[src/phy_base_regs_map.svh]
// register indices, field positions, reset values and timing counts of the phy base register bank
// What this block does
// - read-only six-bit node identity, loaded during self-id
// - identity 63 means misconfigured; link sends nothing
// - read-only root flag, reads one when root
// - cable power flag follows threshold, powers up one
// - root hold-off bit forces root attempt next
// - bus reset request runs full reset, self-clears
// - six-bit gap count, resets all ones, drives arbitration
// - map type field always reads seven
// - port count field reads three
// - speed capability field reads 010
// - repeater delay field reads zero
// - link-active bit ANDed with link power status on the self-id output
// - contender bit, power-on value from strap
// - jitter field reads zero
// - power class bits, power-on value from straps
// - fields packed into five eight-bit registers
`ifndef PHY_BASE_REGS_MAP_SVH
`define PHY_BASE_REGS_MAP_SVH

// register indices; byte address is four times the index
`define IDX_NODE_IDENTITY_STATUS  3'h0
`define IDX_RESET_AND_GAP_CONTROL 3'h1
`define IDX_MAP_TYPE_PORT_COUNT   3'h2
`define IDX_SPEED_AND_DELAY       3'h3
`define IDX_SELF_ID_CONTROL       3'h4
`define IDX_LAST                  3'h4

// field positions
`define POS_NODE_ID   2
`define POS_ROOT      1
`define POS_CABLE_PWR 0
`define POS_HOLD_OFF  7
`define POS_BUS_RST   6
`define POS_GAP       0
`define POS_MAP_TYPE  5
`define POS_PORTS     0
`define POS_SPEED     5
`define POS_DELAY     0
`define POS_LINK_ACT  7
`define POS_CONTENDER 6
`define POS_JITTER    3
`define POS_PWR_CLASS 0

// reset and constant values
`define RST_NODE_ID      6'h00
`define MISCONFIG_ID     6'h3f
`define RST_ROOT         1'h0
`define RST_CABLE_PWR    1'h1
`define RST_HOLD_OFF     1'h0
`define RST_BUS_RST      1'h0
`define RST_GAP          6'h3f
`define VAL_MAP_TYPE     3'h7
`define VAL_PORTS        4'h3
`define VAL_SPEED        3'h2
`define VAL_DELAY        4'h0
`define RST_LINK_ACT     1'h1
`define VAL_JITTER       3'h0

// timing
`define CLK_PERIOD_NS    100
`define BUS_RESET_NS     166000
`define BUS_RESET_CYCLES ((`BUS_RESET_NS + `CLK_PERIOD_NS - 1) / `CLK_PERIOD_NS)

`endif

[src/phy_base_regs_pkg.sv]
// types shared by the phy base register bank modules
`default_nettype none
package phy_base_regs_pkg;
  typedef enum logic [0:0] {
    RST_IDLE   = 1'b0,
    RST_DRIVE  = 1'b1
  } bus_reset_state_t;
  typedef enum logic [0:0] {
    STRAP_WAIT = 1'b0,
    STRAP_DONE = 1'b1
  } strap_state_t;
  typedef logic [7:0]  phy_reg_t;
  typedef logic [10:0] reset_count_t;
endpackage : phy_base_regs_pkg
`default_nettype wire

[src/phy_ctrl_if.sv]
// links the register bank to its bus-reset timer and strap capture
`default_nettype none
interface phy_ctrl_if;
  logic       resetStart;
  logic       resetBusy;
  logic       resetDrive;
  logic       strapLoad;
  logic       strapContender;
  logic [2:0] strapPowerClass;
  modport timer     (input resetStart, output resetBusy, output resetDrive);
  modport timerUser (output resetStart, input resetBusy, input resetDrive);
  modport strap     (output strapLoad, output strapContender, output strapPowerClass);
  modport strapUser (input strapLoad, input strapContender, input strapPowerClass);
endinterface : phy_ctrl_if
`default_nettype wire

[src/bus_reset_timer.sv]
// holds the unarbitrated bus reset signal for the full reset time
`include "phy_base_regs_map.svh"
`default_nettype none
module bus_reset_timer
  import phy_base_regs_pkg::*;
(
  input  wire logic     clk,
  input  wire logic     rst_n,
  phy_ctrl_if.timer     ctrl
);
  localparam reset_count_t RESET_LAST = reset_count_t'(`BUS_RESET_CYCLES - 1);

  bus_reset_state_t stateReg;
  bus_reset_state_t stateNext;
  reset_count_t     countReg;
  reset_count_t     countNext;

  always_comb begin
    stateNext = stateReg;
    countNext = countReg;
    case (stateReg)
      RST_IDLE: begin
        if (ctrl.resetStart) begin
          stateNext = RST_DRIVE;
          countNext = '0;
        end
      end
      RST_DRIVE: begin
        if (countReg == RESET_LAST) begin
          stateNext = RST_IDLE;
        end else begin
          countNext = countReg + reset_count_t'(1);
        end
      end
      default: stateNext = RST_IDLE;
    endcase
  end

  always_ff @(posedge clk or negedge rst_n) begin
    if (!rst_n) begin
      stateReg <= RST_IDLE;
      countReg <= '0;
    end else begin
      stateReg <= stateNext;
      countReg <= countNext;
    end
  end

  assign ctrl.resetDrive = (stateReg == RST_DRIVE);
  assign ctrl.resetBusy  = (stateReg == RST_DRIVE);
endmodule : bus_reset_timer
`default_nettype wire

[src/strap_capture.sv]
// samples the contender and power-class straps once after reset release
`include "phy_base_regs_map.svh"
`default_nettype none
module strap_capture
  import phy_base_regs_pkg::*;
(
  input  wire logic       clk,
  input  wire logic       rst_n,
  input  wire logic       contenderStrap,
  input  wire logic [2:0] powerClassStrap,
  phy_ctrl_if.strap       ctrl
);
  strap_state_t stateReg;
  strap_state_t stateNext;
  logic         contenderReg;
  logic         contenderNext;
  logic [2:0]   powerClassReg;
  logic [2:0]   powerClassNext;
  logic         loadReg;
  logic         loadNext;

  // async reset may only load constants, so pins are caught on the first edge after release
  always_comb begin
    stateNext      = stateReg;
    contenderNext  = contenderReg;
    powerClassNext = powerClassReg;
    loadNext       = 1'b0;
    case (stateReg)
      STRAP_WAIT: begin
        stateNext      = STRAP_DONE;
        contenderNext  = contenderStrap;
        powerClassNext = powerClassStrap;
        loadNext       = 1'b1;
      end
      STRAP_DONE: stateNext = STRAP_DONE;
      default:    stateNext = STRAP_WAIT;
    endcase
  end

  always_ff @(posedge clk or negedge rst_n) begin
    if (!rst_n) begin
      stateReg      <= STRAP_WAIT;
      contenderReg  <= 1'b0;
      powerClassReg <= 3'h0;
      loadReg       <= 1'b0;
    end else begin
      stateReg      <= stateNext;
      contenderReg  <= contenderNext;
      powerClassReg <= powerClassNext;
      loadReg       <= loadNext;
    end
  end

  assign ctrl.strapLoad       = loadReg;
  assign ctrl.strapContender  = contenderReg;
  assign ctrl.strapPowerClass = powerClassReg;
endmodule : strap_capture
`default_nettype wire

[src/phy_core_base_registers.sv]
// phy base register bank on apb with self-id control outputs
`include "phy_base_regs_map.svh"
`default_nettype none
module phy_core_base_registers
  import phy_base_regs_pkg::*;
(
  input  wire logic        clk,
  input  wire logic        rst_n,
  // apb slave
  input  wire logic        psel,
  input  wire logic        penable,
  input  wire logic        pwrite,
  input  wire logic [11:0] paddr,
  input  wire logic [31:0] pwdata,
  input  wire logic [3:0]  pstrb,
  output logic             pready,
  output logic [31:0]      prdata,
  output logic             pslverr,
  // phy core status inputs
  input  wire logic        nodeIdLoad,
  input  wire logic [5:0]  nodeIdIn,
  input  wire logic        rootIn,
  input  wire logic        cablePowerOk,
  input  wire logic        linkPowerActive,
  input  wire logic        contenderStrap,
  input  wire logic [2:0]  powerClassStrap,
  // phy core control outputs
  output logic             forceRoot,
  output logic             busResetDrive,
  output logic [5:0]       gapCount,
  output logic             linkTxInhibit,
  output logic             selfIdLinkActive,
  output logic             selfIdContender,
  output logic [2:0]       selfIdPowerClass
);
  phy_ctrl_if ctrl ();

  bus_reset_timer u_timer (
    .clk   (clk),
    .rst_n (rst_n),
    .ctrl  (ctrl.timer)
  );

  strap_capture u_strap (
    .clk             (clk),
    .rst_n           (rst_n),
    .contenderStrap  (contenderStrap),
    .powerClassStrap (powerClassStrap),
    .ctrl            (ctrl.strap)
  );

  // ---- apb decode
  logic       preadyReg;
  logic       preadyNext;
  logic       setupPhase;
  logic       accessPhase;
  logic       wordAligned;
  logic [2:0] regIndex;
  logic       indexValid;
  logic       writeLane0;
  logic       regWrite;
  logic       wrResetGap;
  logic       wrSelfId;

  assign setupPhase  = psel && !penable;
  // a write lands only at the edge where the master samples pready high
  assign accessPhase = psel && penable && preadyReg;
  assign wordAligned = (paddr[1:0] == 2'b00) && (paddr[11:5] == 7'h00);
  assign regIndex    = paddr[4:2];
  assign indexValid  = wordAligned && (regIndex <= `IDX_LAST);
  assign writeLane0  = pstrb[0];
  assign regWrite    = accessPhase && pwrite && indexValid && writeLane0;
  // identity, root, power, map, speed and delay have no write path at all
  assign wrResetGap  = regWrite && (regIndex == `IDX_RESET_AND_GAP_CONTROL);
  assign wrSelfId    = regWrite && (regIndex == `IDX_SELF_ID_CONTROL);

  // ---- status group: identity, root and cable power follow the core
  logic [5:0] nodeIdReg;
  logic [5:0] nodeIdNext;
  logic       rootReg;
  logic       rootNext;
  logic       cablePwrReg;
  logic       cablePwrNext;

  always_comb begin
    nodeIdNext   = nodeIdReg;
    rootNext     = rootIn;
    cablePwrNext = cablePowerOk;
    if (nodeIdLoad) begin
      nodeIdNext = nodeIdIn;
    end
  end

  always_ff @(posedge clk or negedge rst_n) begin
    if (!rst_n) begin
      nodeIdReg   <= `RST_NODE_ID;
      rootReg     <= `RST_ROOT;
      cablePwrReg <= `RST_CABLE_PWR;
    end else begin
      nodeIdReg   <= nodeIdNext;
      rootReg     <= rootNext;
      cablePwrReg <= cablePwrNext;
    end
  end

  // ---- control group: root hold-off, bus reset request, gap count
  logic       holdOffReg;
  logic       holdOffNext;
  logic       busRstReqReg;
  logic       busRstReqNext;
  logic [5:0] gapReg;
  logic [5:0] gapNext;

  always_comb begin
    holdOffNext   = holdOffReg;
    busRstReqNext = busRstReqReg;
    gapNext       = gapReg;
    // the request bit stays visible for one cycle, then clears itself whether or not the timer takes it
    if (busRstReqReg) begin
      busRstReqNext = 1'b0;
    end
    // a new request in the clearing cycle wins over the self-clear
    if (wrResetGap) begin
      holdOffNext = pwdata[`POS_HOLD_OFF];
      gapNext     = pwdata[`POS_GAP +: 6];
      if (pwdata[`POS_BUS_RST]) begin
        busRstReqNext = 1'b1;
      end
    end
  end

  always_ff @(posedge clk or negedge rst_n) begin
    if (!rst_n) begin
      holdOffReg   <= `RST_HOLD_OFF;
      busRstReqReg <= `RST_BUS_RST;
      gapReg       <= `RST_GAP;
    end else begin
      holdOffReg   <= holdOffNext;
      busRstReqReg <= busRstReqNext;
      gapReg       <= gapNext;
    end
  end

  // ---- self-id group: link active, contender and power class
  logic       linkActReg;
  logic       linkActNext;
  logic       contenderReg;
  logic       contenderNext;
  logic [2:0] pwrClassReg;
  logic [2:0] pwrClassNext;

  always_comb begin
    linkActNext   = linkActReg;
    contenderNext = contenderReg;
    pwrClassNext  = pwrClassReg;
    if (ctrl.strapLoad) begin
      contenderNext = ctrl.strapContender;
      pwrClassNext  = ctrl.strapPowerClass;
    end
    if (wrSelfId) begin
      linkActNext   = pwdata[`POS_LINK_ACT];
      contenderNext = pwdata[`POS_CONTENDER];
      pwrClassNext  = pwdata[`POS_PWR_CLASS +: 3];
    end
  end

  always_ff @(posedge clk or negedge rst_n) begin
    if (!rst_n) begin
      linkActReg   <= `RST_LINK_ACT;
      contenderReg <= 1'b0;
      pwrClassReg  <= 3'h0;
    end else begin
      linkActReg   <= linkActNext;
      contenderReg <= contenderNext;
      pwrClassReg  <= pwrClassNext;
    end
  end

  // a request while a reset is already being driven is absorbed by the running one
  assign ctrl.resetStart = busRstReqReg && !ctrl.resetBusy;

  // ---- read mux
  phy_reg_t statusByte;
  phy_reg_t controlByte;
  phy_reg_t mapByte;
  phy_reg_t speedByte;
  phy_reg_t selfIdByte;
  phy_reg_t readByte;

  // every register image starts from zero so unused positions read zero
  always_comb begin
    statusByte                      = 8'h00;
    controlByte                     = 8'h00;
    mapByte                         = 8'h00;
    speedByte                       = 8'h00;
    selfIdByte                      = 8'h00;
    statusByte[`POS_NODE_ID +: 6]   = nodeIdReg;
    statusByte[`POS_ROOT]           = rootReg;
    statusByte[`POS_CABLE_PWR]      = cablePwrReg;
    controlByte[`POS_HOLD_OFF]      = holdOffReg;
    controlByte[`POS_BUS_RST]       = busRstReqReg;
    controlByte[`POS_GAP +: 6]      = gapReg;
    mapByte[`POS_MAP_TYPE +: 3]     = `VAL_MAP_TYPE;
    mapByte[`POS_PORTS +: 4]        = `VAL_PORTS;
    speedByte[`POS_SPEED +: 3]      = `VAL_SPEED;
    speedByte[`POS_DELAY +: 4]      = `VAL_DELAY;
    selfIdByte[`POS_LINK_ACT]       = linkActReg;
    selfIdByte[`POS_CONTENDER]      = contenderReg;
    selfIdByte[`POS_JITTER +: 3]    = `VAL_JITTER;
    selfIdByte[`POS_PWR_CLASS +: 3] = pwrClassReg;
  end

  always_comb begin
    readByte = 8'h00;
    if (regIndex == `IDX_NODE_IDENTITY_STATUS) begin
      readByte = statusByte;
    end else if (regIndex == `IDX_RESET_AND_GAP_CONTROL) begin
      readByte = controlByte;
    end else if (regIndex == `IDX_MAP_TYPE_PORT_COUNT) begin
      readByte = mapByte;
    end else if (regIndex == `IDX_SPEED_AND_DELAY) begin
      readByte = speedByte;
    end else if (regIndex == `IDX_SELF_ID_CONTROL) begin
      readByte = selfIdByte;
    end
  end

  // ---- apb answer, one access cycle, no wait states
  logic [31:0] prdataReg;
  logic [31:0] prdataNext;
  logic        pslverrReg;
  logic        pslverrNext;

  always_comb begin
    preadyNext  = 1'b0;
    prdataNext  = 32'h0000_0000;
    pslverrNext = 1'b0;
    if (setupPhase) begin
      preadyNext  = 1'b1;
      pslverrNext = !indexValid;
      if (!pwrite && indexValid) begin
        prdataNext = {24'h00_0000, readByte};
      end
    end
  end

  always_ff @(posedge clk or negedge rst_n) begin
    if (!rst_n) begin
      preadyReg  <= 1'b0;
      prdataReg  <= 32'h0000_0000;
      pslverrReg <= 1'b0;
    end else begin
      preadyReg  <= preadyNext;
      prdataReg  <= prdataNext;
      pslverrReg <= pslverrNext;
    end
  end

  // ---- registered control outputs
  logic       busRstOutReg;
  logic       busRstOutNext;
  logic       inhibitReg;
  logic       inhibitNext;
  logic       selfIdLinkReg;
  logic       selfIdLinkNext;

  // one flop after the timer so the pin never glitches on a state change
  always_comb begin
    busRstOutNext  = ctrl.resetDrive;
    inhibitNext    = (nodeIdReg == `MISCONFIG_ID);
    selfIdLinkNext = linkActReg && linkPowerActive;
  end

  always_ff @(posedge clk or negedge rst_n) begin
    if (!rst_n) begin
      busRstOutReg  <= 1'b0;
      inhibitReg    <= 1'b0;
      selfIdLinkReg <= 1'b0;
    end else begin
      busRstOutReg  <= busRstOutNext;
      inhibitReg    <= inhibitNext;
      selfIdLinkReg <= selfIdLinkNext;
    end
  end

  assign pready           = preadyReg;
  assign prdata           = prdataReg;
  assign pslverr          = pslverrReg;
  assign forceRoot        = holdOffReg;
  assign busResetDrive    = busRstOutReg;
  assign gapCount         = gapReg;
  assign linkTxInhibit    = inhibitReg;
  assign selfIdLinkActive = selfIdLinkReg;
  assign selfIdContender  = contenderReg;
  assign selfIdPowerClass = pwrClassReg;
endmodule : phy_core_base_registers
`default_nettype wire

[config.mk]
export PLATFORM = sky130hd
export DESIGN_NAME = phy_core_base_registers
export DESIGN_NICKNAME = d
export VERILOG_FILES = /design/src/phy_base_regs_pkg.sv /design/src/phy_ctrl_if.sv /design/src/bus_reset_timer.sv /design/src/strap_capture.sv /design/src/phy_core_base_registers.sv
export VERILOG_INCLUDE_DIRS = /design/src /design/src/src
export SDC_FILE = /design/constraint.sdc
export NUM_CORES = 1
export LEC_CHECK = 0
export CORE_MARGIN = 10
export CORE_UTILIZATION = 54
export DETAILED_ROUTE_END_ITERATION = 8
export DONT_BUFFER_PORTS = 1
export GPL_TIMING_DRIVEN = 0
export HOLD_SLACK_MARGIN = 0.03
export PLACE_DENSITY_LB_ADDON = 0.08
export SYNTH_ARGS = -nofsm -noshare
export SYNTH_HDL_FRONTEND = slang
export SYNTH_HIERARCHICAL = 1
export SYNTH_SLANG_ARGS = --single-unit
[constraint.sdc]
create_clock -name clk -period 4.2 [get_ports clk]
set_input_delay 0.21 -clock clk [delete_from_list [all_inputs] [get_ports clk]]
set_output_delay 0.21 -clock clk [all_outputs]
set_load 0.005 [all_outputs]
### Word level (Yosys, flattened, before mapping)

Index checks and enable logic that the tools add are counted.

| cells by class | value |
|---|---|
| $add $sub $neg | 1 |
| multiply operators | 0 |
| div/mod/pow operators | 0 |
| magnitude comparators | 1 |
| equal/unequal tests | 8 |
| shifts and indexed selects | 0 |
| mux-type cells | 22 |
| bitwise operators | 1 |
| reduce and logical (&&, ||, !) cells | 22 |

Operator list:

| kind | count |
|---|---|
| 2-to-1 mux 8 bit | 7 |
| 2-to-1 mux 11 bit | 2 |
| one-hot mux 11 bit (2 select lines) | 1 |
| logical AND 1 bit | 13 |
| adder 11 x 1 -> 11 bit (second input constant) | 1 |
| equality test 11 bit (second input constant) | 1 |
| 2-to-1 mux 1 bit | 9 |
| logical NOT 7 bit | 1 |
| equality test 3 x 2 -> 1 bit (second input constant) | 2 |
| equality test 6 bit (second input constant) | 1 |
| 2-to-1 mux 3 bit | 2 |
| logical NOT 1 bit | 4 |
| != test 2 bit (second input constant) | 2 |
| equality test 3 x 1 -> 1 bit (second input constant) | 1 |
| equality test 3 bit (second input constant) | 1 |
| <= comparator 3 bit (second input constant) | 1 |
| logical NOT 3 bit | 1 |
| logical NOT 2 bit | 1 |
| one-hot mux 1 bit (2 select lines) | 1 |
| AND reduction 2 bit | 1 |
| nonzero test 2 bit | 1 |
| inverter 1 bit | 1 |

| word-level totals | value |
|---|---|
| register bits | 76 |
| latch bits | 0 |
| bits in writable memories | 0 |
| ROM bits | 0 |
| input bits | 67 |
| output and inout port bits | 48 |
| word-level logic and storage cells | 76 |
| memories kept | 0 |

### Depth between registers and ports, before layout

Gate-level depths: netlist (run 1).

| logic depth | value |
|---|---|
| depth in word-level cells | 8 |
| mapped depth | 5 |
| depth with buffers taken out | 4 |

### Cells and area by module

The synthesis (run 1) kept the hierarchy.

Modules (own cells, without submodules):

| module | times used | cells each | area an instance (µm²) | seq. area each (µm²) |
|---|---|---|---|---|
| phy_core_base_registers | 1 | 146 | 1,715.4 | 860.8 |
| bus_reset_timer | 1 | 74 | 685.7 | 300.3 |
| strap_capture | 1 | 12 | 202.7 | 150.1 |

### Least setup slack after synthesis (run 1)

Ideal clock, no wire load.

| timing | value |
|---|---|
| path kind | input -> register |
| start point | input port paddr[7] |
| end point | register contenderReg, in the netlist selfIdContender |
| setup time | 0.125 ns |
| arrival | 1.560 ns |
| required time | 4.075 ns |
| setup slack | 2.515 ns |
| stages | 5 |
| path buffers | 1 |
| path through | nor4_4 -> nand2_2 -> or4_4 -> buf_6 -> mux2_4 |

| on the way | value |
|---|---|
| longest elaborated chain between the ends | 7 |
| elaborated cells on any way between the ends | 8 |
| those cells by class | mux (1); reduce/logical (7) |

RTL lines:

| item | line | text |
|---|---|---|
| start, declared | phy_core_base_registers.sv:13 | `input wire logic [11:0] paddr,` |
| logical NOT 7 bit * | phy_core_base_registers.sv:68 | `assign wordAligned = (paddr[1:0] == 2'b00) && (paddr[11:5] == 7'h00);` |
| logical AND 1 bit * | phy_core_base_registers.sv:68 |  |
| logical AND 1 bit * | phy_core_base_registers.sv:70 | `` assign indexValid = wordAligned && (regIndex <= `IDX_LAST); `` |
| logical AND 1 bit * (2 in series) | phy_core_base_registers.sv:72 | `assign regWrite = accessPhase && pwrite && indexValid && writeLane0;` |
| logical AND 1 bit * | phy_core_base_registers.sv:75 | `` assign wrSelfId = regWrite && (regIndex == `IDX_SELF_ID_CONTROL); `` |
| 2-to-1 mux 1 bit / nonzero test 2 bit (equally long branches) | n/a |  |
| end signal, assigned | phy_core_base_registers.sv:174 | `contenderReg <= contenderNext;` |
| end, declared | phy_core_base_registers.sv:147 | `logic contenderReg;` |

Every way passes the cells marked *; elsewhere a longest branch is shown, timed or not.
A chain may end at the register's enable or synchronous reset.

### Worst setup path after layout (run 1)

| timing | value |
|---|---|
| start point | register preadyReg, in the netlist pready |
| end point | register holdOffReg, in the netlist forceRoot |

| on the way | value |
|---|---|
| longest elaborated chain between the ends | 5 |

RTL lines:

| item | line | text |
|---|---|---|
| start, declared | phy_core_base_registers.sv:53 | `logic preadyReg;` |
| start signal, assigned | phy_core_base_registers.sv:253 | `preadyReg <= preadyNext;` |
| logical AND 1 bit | phy_core_base_registers.sv:67 | `assign accessPhase = psel && penable && preadyReg;` |
| logical AND 1 bit (3 in series) | phy_core_base_registers.sv:72 |  |
| logical AND 1 bit | phy_core_base_registers.sv:74 | `` assign wrResetGap = regWrite && (regIndex == `IDX_RESET_AND_GAP_CONTROL); `` |
| end signal, assigned | phy_core_base_registers.sv:134 | `` holdOffReg <= `RST_HOLD_OFF; `` |
| end signal, assigned | phy_core_base_registers.sv:138 | `holdOffReg <= holdOffNext;` |
| end, declared | phy_core_base_registers.sv:107 | `logic holdOffReg;` |

Every way passes these cells.

==> qor.csv, run 1 <==
metric,value,unit
outcome,completed,
Fmax achieved,550,MHz
post-synthesis cell type count,43,
DP HPWL,4170,um
vias per cell,5.35,
fin util,0.622,
RSZ-0062 raised after global routing,false,
Inserted Clock Buffers,5,
Crit Reg-Reg Endpoint,forceRoot,
Max VDD drop,0.000243,V
crit start category,register,
layout cell share with drive strength beyond 1,0.282,
"count leader, synth",dfrtp_1,
starting DRC count in detailed routing,121,
maximum buffer depth of the clock tree,2,
Leak,1.35,nW
DR pass1 iterations,4,
latest clock arrival within the worst-skew pair,0.30,ns
CTS Sinks,52,
Routed WL,5380,um
DRC,0,
RePlAce Congestion,0.852,
GRT Total Usage,0.137,
Reg area,1310,um^2
"CTS clk-pin slew, worst paths",0.09,ns
placed insts,309,
critical path endpoint,forceRoot,
chip width,89.4,um
synth cell count leaders,"dfrtp_1, buf_4, mux2_2",
synth top area cells,"dfrtp_1, mux2_2, dfstp_2",
count of input and output buffers,0,
Multi-input gate area,1120,um^2
Synth Flop Type,dfrtp_1,
synthesis warning total,6,
# fillers,394,
asr flop ratio synth,1.00,
Core Box Area,4690,um^2
Die Y,89.4,um
final setup skew,0.00949,ns
IO Count,115,
number of post-CTS setup repair buffers,0,
Worst EP arrival,2.00,ns
number of global-route vias before repair,1742,
initial antenna violation count,0,
Slew @ Worst Pin,0.775,ns
final std cells w/o fill,320,
Crit Path Class,register to register,
CP max FO,7,
Fin. Hold Viols,0,
Die Area,8000,um^2
"antenna viol nets, final",0,
Final Max Tran Viols,0,
n_diodes,0,
reg2reg path depth,4,
Critical path origin,pready,
Post-synth EDFFs,0,
post-synthesis cell area,2600,um^2
fin nets,335,
Synth area leader,dfrtp_1,
Initial Util,0.555,
largest net degree at the start of global routing,53,
cells after synthesis,232,
Crit. End Element,register,
global-route wire length before repair,8610,um
CP Data Required Time,4.38,ns
"Avg Cell Area, Syn",11.2,um^2
Layout area overhead,12.1,%
Slew headroom,0.479,
Final Setup Violations,0,
Via Count,1712,
max cap viols,0,
Hold Path Class,input port to register,
fin crit share,0.433,
CTS tree,yes,
setup tns final,0,ns
worst reg2reg setup slack,2.38,ns
#FFs+latches synth,52,
grt ovf,0,
P per Cell Area,325,nW/um^2
CTS Root Cell,clkbuf_8,
Avg WL per Cell,16.8,um
H-tree Lvls,2,
register area share after synthesis,0.504,
hold_ws,0.0413,ns
Tmin final,1.82,ns
Worst R2R Start,pready,
Rows,25,
share of the synthesized area in the top cell type,0.423,
-- cell type report --
class                      count  share of cell area
sequential                    52               0.449
multi-input combinational    164               0.385
buffer                        34              0.0810
clock buffer                   6              0.0249
tap                           54              0.0232
timing repair buffer           4              0.0197
clock inverter                 1              0.0103
inverter                       5             0.00643
-- repair_timing --
item,in CTS,in global routing
endpoints found under the setup margin,0,0
hold endpoints to repair,54,0
hold buffers,4,0
resized for setup,0,0
-- critical path, cell delays in order (launching register included) --
cell	delay, ns
dfrtp_1	0.39
and3_1	0.16
nand3_1	0.17
nor4_4	0.58
mux2_2	0.41
-- power breakdown --
group          leakage (nW)  switching [mW]  total, mW  internal [mW]
combinational         0.639          0.0375     0.0863         0.0488
sequential            0.656          0.0157      0.535          0.520
clock                0.0513           0.153      0.328          0.175
total                  1.35           0.206      0.949          0.743
-- stage by stage --
step / total power, mW / cell area [um^2] / setup slack, ns
floorplan: 0.604 / 2690 / 2.52
global placement: 0.614 / 2760 / 2.40
detailed placement: 0.616 / 2760 / 2.41
CTS: 0.959 / 2920 / 2.37
global route: 0.989 / 2920 / 2.30
finish: 0.949 / 2920 / 2.38
-- how the worst min path moves through the flow --
stage	start	endpoint	slack, ns	cells after the start
after floorplan	rst_n	busResetDrive	-0.09	0
after global placement	rst_n	selfIdPowerClass[0]	-0.08	0
after detailed placement	rst_n	selfIdPowerClass[0]	-0.08	0
after CTS	linkPowerActive	selfIdLinkActive	0.04	1
after global routing	linkPowerActive	selfIdLinkActive	0.03	1
final	linkPowerActive	selfIdLinkActive	0.04	1
-- cell usage in the layout, fill, tap and decap left out, drive strengths merged, types with 2 or more instances in the layout --
cell type / n
nor3b: 2
dlygate4sd3: 3
nand2: 15
dfstp: 8
and2: 6
o31ai: 2
nor4: 4
ha: 2
or4: 4
nor2b: 5
a22oi: 3
buf: 29
nand2b: 2
nand4: 6
inv: 5
mux2i: 7
conb: 25
mux2: 26
or3: 2
dfrtp: 44
clkbuf: 12
nor2: 12
o21ai: 11
o211ai: 2
a21oi: 4
nor3: 5
nand3: 8
o22ai: 2
-- logic make-up after synthesis --
kind of cell	count (synthesis)	share of synthesized area
flops	52	0.504
mux	33	0.147
simple gates	75	0.169
buf+inv	39	0.0980
other cells	2	0.00288
compound gates	29	0.0702
fa+ha+maj	2	0.00961
-- state kept, by name, indices dropped and copies added (netlist names), 3 cells and up --
register                      cells
u_strap/ctrl.strapPowerClass      3
nodeIdReg                         6
gapCount                          6
selfIdPowerClass                  3
prdata                            8
u_timer/countReg                 11
-- routing by layer --
metal | GRT usage | share of wire | vias up
li1 | - | - | 833
met1 | 0.175 | 0.44 | 804
met2 | 0.206 | 0.43 | 71
met3 | 0.0665 | 0.12 | 4
met4 | 0.0260 | 0.0076 | 0
met5 | 0 | 0 | -
(Power assumes the default switching activity.)
==> inputs of run 2 (changes only) <==
--- a/config.mk
+++ b/config.mk
@@ -6,6 +6,7 @@
 export SDC_FILE = /design/constraint.sdc
 export NUM_CORES = 1
 export LEC_CHECK = 0
+export ABC_AREA = 1
 export CORE_MARGIN = 10
 export CORE_UTILIZATION = 54
 export DETAILED_ROUTE_END_ITERATION = 8
==> constraint.sdc (replaced) <==
create_clock -name clk -period 1.85 [get_ports clk]
set_input_delay 0.0925 -clock clk [delete_from_list [all_inputs] [get_ports clk]]
set_output_delay 0.0925 -clock clk [all_outputs]
set_load 0.005 [all_outputs]
==> run 2 against run 1 <==
  * Sequential power up 130%
  * Synthesized area up 8.6%
  * Power rose to 2.6 times the previous value
  * Cell count up 45%
  * Non-clock buffer count up 20
  * Core utilization up 5.7 points
  * Combinational power rose to 2.7 times the previous value
  * Wire length up 26%
  * Global-route usage up 2.1 points
  * Clock skew about the same
  * Sequential cell count unchanged
  * Synthesized cell count up 44%
  * Largest cell class unchanged
==> qor.csv, run 2 <==
metric,value,unit,change
RSZ-0062 raised after global routing,false,,unchanged
Fmax achieved,600,MHz,
Die Area,8530,um^2,was 8000 um^2
CTS Sinks,52,,unchanged
Slew @ Worst Pin,0.524,ns,was 0.775 ns
Hold Path Class,input port to register,,unchanged
Worst EP arrival,1.89,ns,was 2.00 ns
CTS Root Cell,clkbuf_8,,unchanged
CP Cell Sequence,dlygate4sd3_1 -> nor3_4 -> dlygate4sd3_1 -> nand2_1 -> a31oi_1,,was and3_1 -> nand3_1 -> nor4_4 -> mux2_2
Core Box Area,5110,um^2,was 4690 um^2
Flop pwr share,0.484,,was 0.564
number of post-CTS setup repair buffers,0,,unchanged
clock share of power,0.423,,was 0.345
Synth area leader,dfrtp_1,,unchanged
global-route wire length before repair,10900,um,was 8610 um
latest clock arrival within the worst-skew pair,0.31,ns,was 0.30 ns
#FFs+latches synth,52,,unchanged
outcome,completed,,unchanged
Crit. End Element,register,,unchanged
crit-path most repeated cell,dlygate4sd3_1,,
maximum buffer depth of the clock tree,2,,unchanged
share of the synthesized area in the top cell type,0.390,,was 0.423
RePlAce Congestion,0.917,,was 0.852
final setup skew,0.00901,ns,was 0.00949 ns
synth top area cells,"dfrtp_1, nand2_1, dfstp_2",,"was dfrtp_1, mux2_2, dfstp_2"
P per Cell Area,719,nW/um^2,was 325 nW/um^2
vias per cell,4.79,,was 5.35
synth cell count leaders,"nand2_1, dfrtp_1, inv_1",,"was dfrtp_1, buf_4, mux2_2"
"commonest non-fill, non-tap cells in the layout","nand2_1, dfrtp_1, inv_1",,"was dfrtp_1, buf_4, conb_1"
Largest register FFs,11,,unchanged
Net Sw Power,525,uW,was 206 uW
Fin. Hold Viols,0,,unchanged
crit start category,input port,,was register
"count leader, synth",nand2_1,,was dfrtp_1
count of input and output buffers,0,,unchanged
register area share after synthesis,0.464,,was 0.504
Via Count,2218,,was 1712
CP Data Required Time,2.08,ns,was 4.38 ns
Routed WL,6770,um,was 5380 um
CTS tree,yes,,unchanged
setup tns final,0,ns,unchanged
asr flop ratio synth,1.00,,unchanged
Slew headroom,0.649,,was 0.479
n_diodes,0,,unchanged
Synth Flop Type,dfrtp_1,,unchanged
Inserted Clock Buffers,5,,unchanged
number of global-route vias before repair,2261,,was 1742
Die Y,92.3,um,was 89.4 um
CP max FO,5,,was 7
starting DRC count in detailed routing,73,,was 121
DR pass1 iterations,4,,unchanged
Leak,1.75,nW,was 1.35 nW
Int Pwr,1.97,mW,was 743 uW
synthesis warning total,6,,unchanged
Avg WL per Cell,14.6,um,was 16.8 um
fin crit share,0.900,,
IO Count,115,,unchanged
DRC,0,,unchanged
"Gates resized, CTS repair",0,,unchanged
fin nets,461,,was 335
"antenna viol nets, final",0,,unchanged
Rows,26,,was 25
layout cell share with drive strength beyond 1,0.226,,was 0.282
Max VDD drop,0.000677,V,was 0.000243 V
"CTS clk-pin slew, worst paths",0.09,ns,about the same
hold_ws,0.0431,ns,was 0.0413 ns
switching share of power,0.211,,was 0.217
Post-synth EDFFs,0,,unchanged
post-synthesis cell type count,35,,was 43
"slowest stage cell, crit path",dlygate4sd3_1,,was nor4_4
Final Setup Violations,0,,unchanged
"Avg Cell Area, Syn",8.49,um^2,was 11.2 um^2
Layout area overhead,22.7,%,was 12.1%
Final Max Tran Viols,0,,unchanged
initial antenna violation count,0,,unchanged
post-synthesis cell area,2830,um^2,was 2600 um^2
Initial Util,0.553,,was 0.555
register bank with the most flops,u_timer/countReg,,unchanged
max cap viols,0,,unchanged
DP HPWL,4960,um,was 4170 um
Crit Path Class,input port to register,,was register to register
"commonest non-fill, non-tap cell in the layout",nand2_1,,was dfrtp_1
largest net degree at the start of global routing,53,,unchanged
crit-path max cell delay,0.70,ns,was 0.58 ns
GRT Total Usage,0.158,,was 0.137
chip width,92.3,um,was 89.4 um
Tmin final,1.67,ns,
grt ovf,0,,unchanged
H-tree Lvls,2,,unchanged
combinational share of power,0.092,,was 0.091
cells after synthesis,333,,was 232
## run 2: changes by cell type in the layout (fill, tap and decap cells not counted), moves of 8 or more
cell           delta
dlygate4sd3_1    +25
inv_1            +26
mux2_2           -17
nand2_1          +77
nand2_2           +8
nand3_1          +18
nor2_1           +15
o21ai_0           -9
## run 2: worst paths after layout
kind,start,end,slack (ns),cells past startpoint
setup / recovery,paddr[3],prdata[2],0.18,5
hold / removal,paddr[2],prdata[6],0.04,3
setup reg to reg,u_timer/countReg[0],u_timer/countReg[3],0.35,8
hold reg to reg,u_strap/ctrl.strapPowerClass[2],u_strap/ctrl.strapPowerClass[2],0.50,2
max in group asynchronous,rst_n,gapCount[2],1.23,2
min in group asynchronous,rst_n,prdata[1],0.34,2
## run 2: logic make-up after synthesis
kind of cell / Yosys count / synth area share
AOI/OAI and AO/OA: 20 / 0.0483
xor gates and xnor gates: 1 / 0.00310
adders and majority gates: 2 / 0.00885
buffers and inverters: 67 / 0.127
DFF: 52 / 0.464
muxes: 4 / 0.0159
other: 2 / 0.00266
and+or+nand+nor: 185 / 0.331
## run 2: final cells by class
type / count / area, um^2
fillers: 422 / 1640
inverters: 38 / 143
well taps: 70 / 87.6
clock buffers: 5 / 68.8
clock inverters: 3 / 90.1
plain buffers: 29 / 215
flip-flops and latches: 52 / 1310
repair buffers: 29 / 308
multi-input cells: 237 / 1240
## run 2: timing repair
| item | CTS | global route |
|---|---|---|
| hold buffers | 29 | 0 |
| endpoints found under the hold margin | 81 | 0 |
| endpoints found under the setup margin | 0 | 0 |
## run 2: critical path: cells and delay by family
kind	cells	cell delay [ns]
AND/OR/NAND/NOR	2	0.38
AO/OA/AOI/OAI	1	0.13
buffers and inverters	2	1.28
## run 2: through the flow
step           total power [mW]  cell area (um^2)  cells  utilization  setup slack, ns
5_1_grt                    2.58              3470    463        0.679            0.113
3_5_place_dp               1.38              3000    426        0.587            0.362
6_report                   2.49              3470    463        0.679            0.185
4_1_cts                    2.51              3470    463        0.679            0.189
3_3_place_gp               1.38              3000    426        0.587            0.383
2_1_floorplan              1.35              2910    356            -            0.550
## run 2: layer usage
metal / share of wire / up-vias / global-route usage
li1: - / 1119 / -
met1: 0.38 / 1028 / 0.164
met2: 0.52 / 59 / 0.281
met3: 0.086 / 12 / 0.0678
met4: 0.019 / 0 / 0.0514
met5: 0 / - / 0
## run 2: power by group through the flow
stage	Clock [mW]	Sequential [mW]	Combinational (mW)
2_1_floorplan	0	1.22	0.134
3_3_place_gp	0	1.23	0.148
3_5_place_dp	0	1.23	0.149
4_1_cts	1.07	1.21	0.228
5_1_grt	1.11	1.21	0.259
6_report	1.06	1.21	0.230
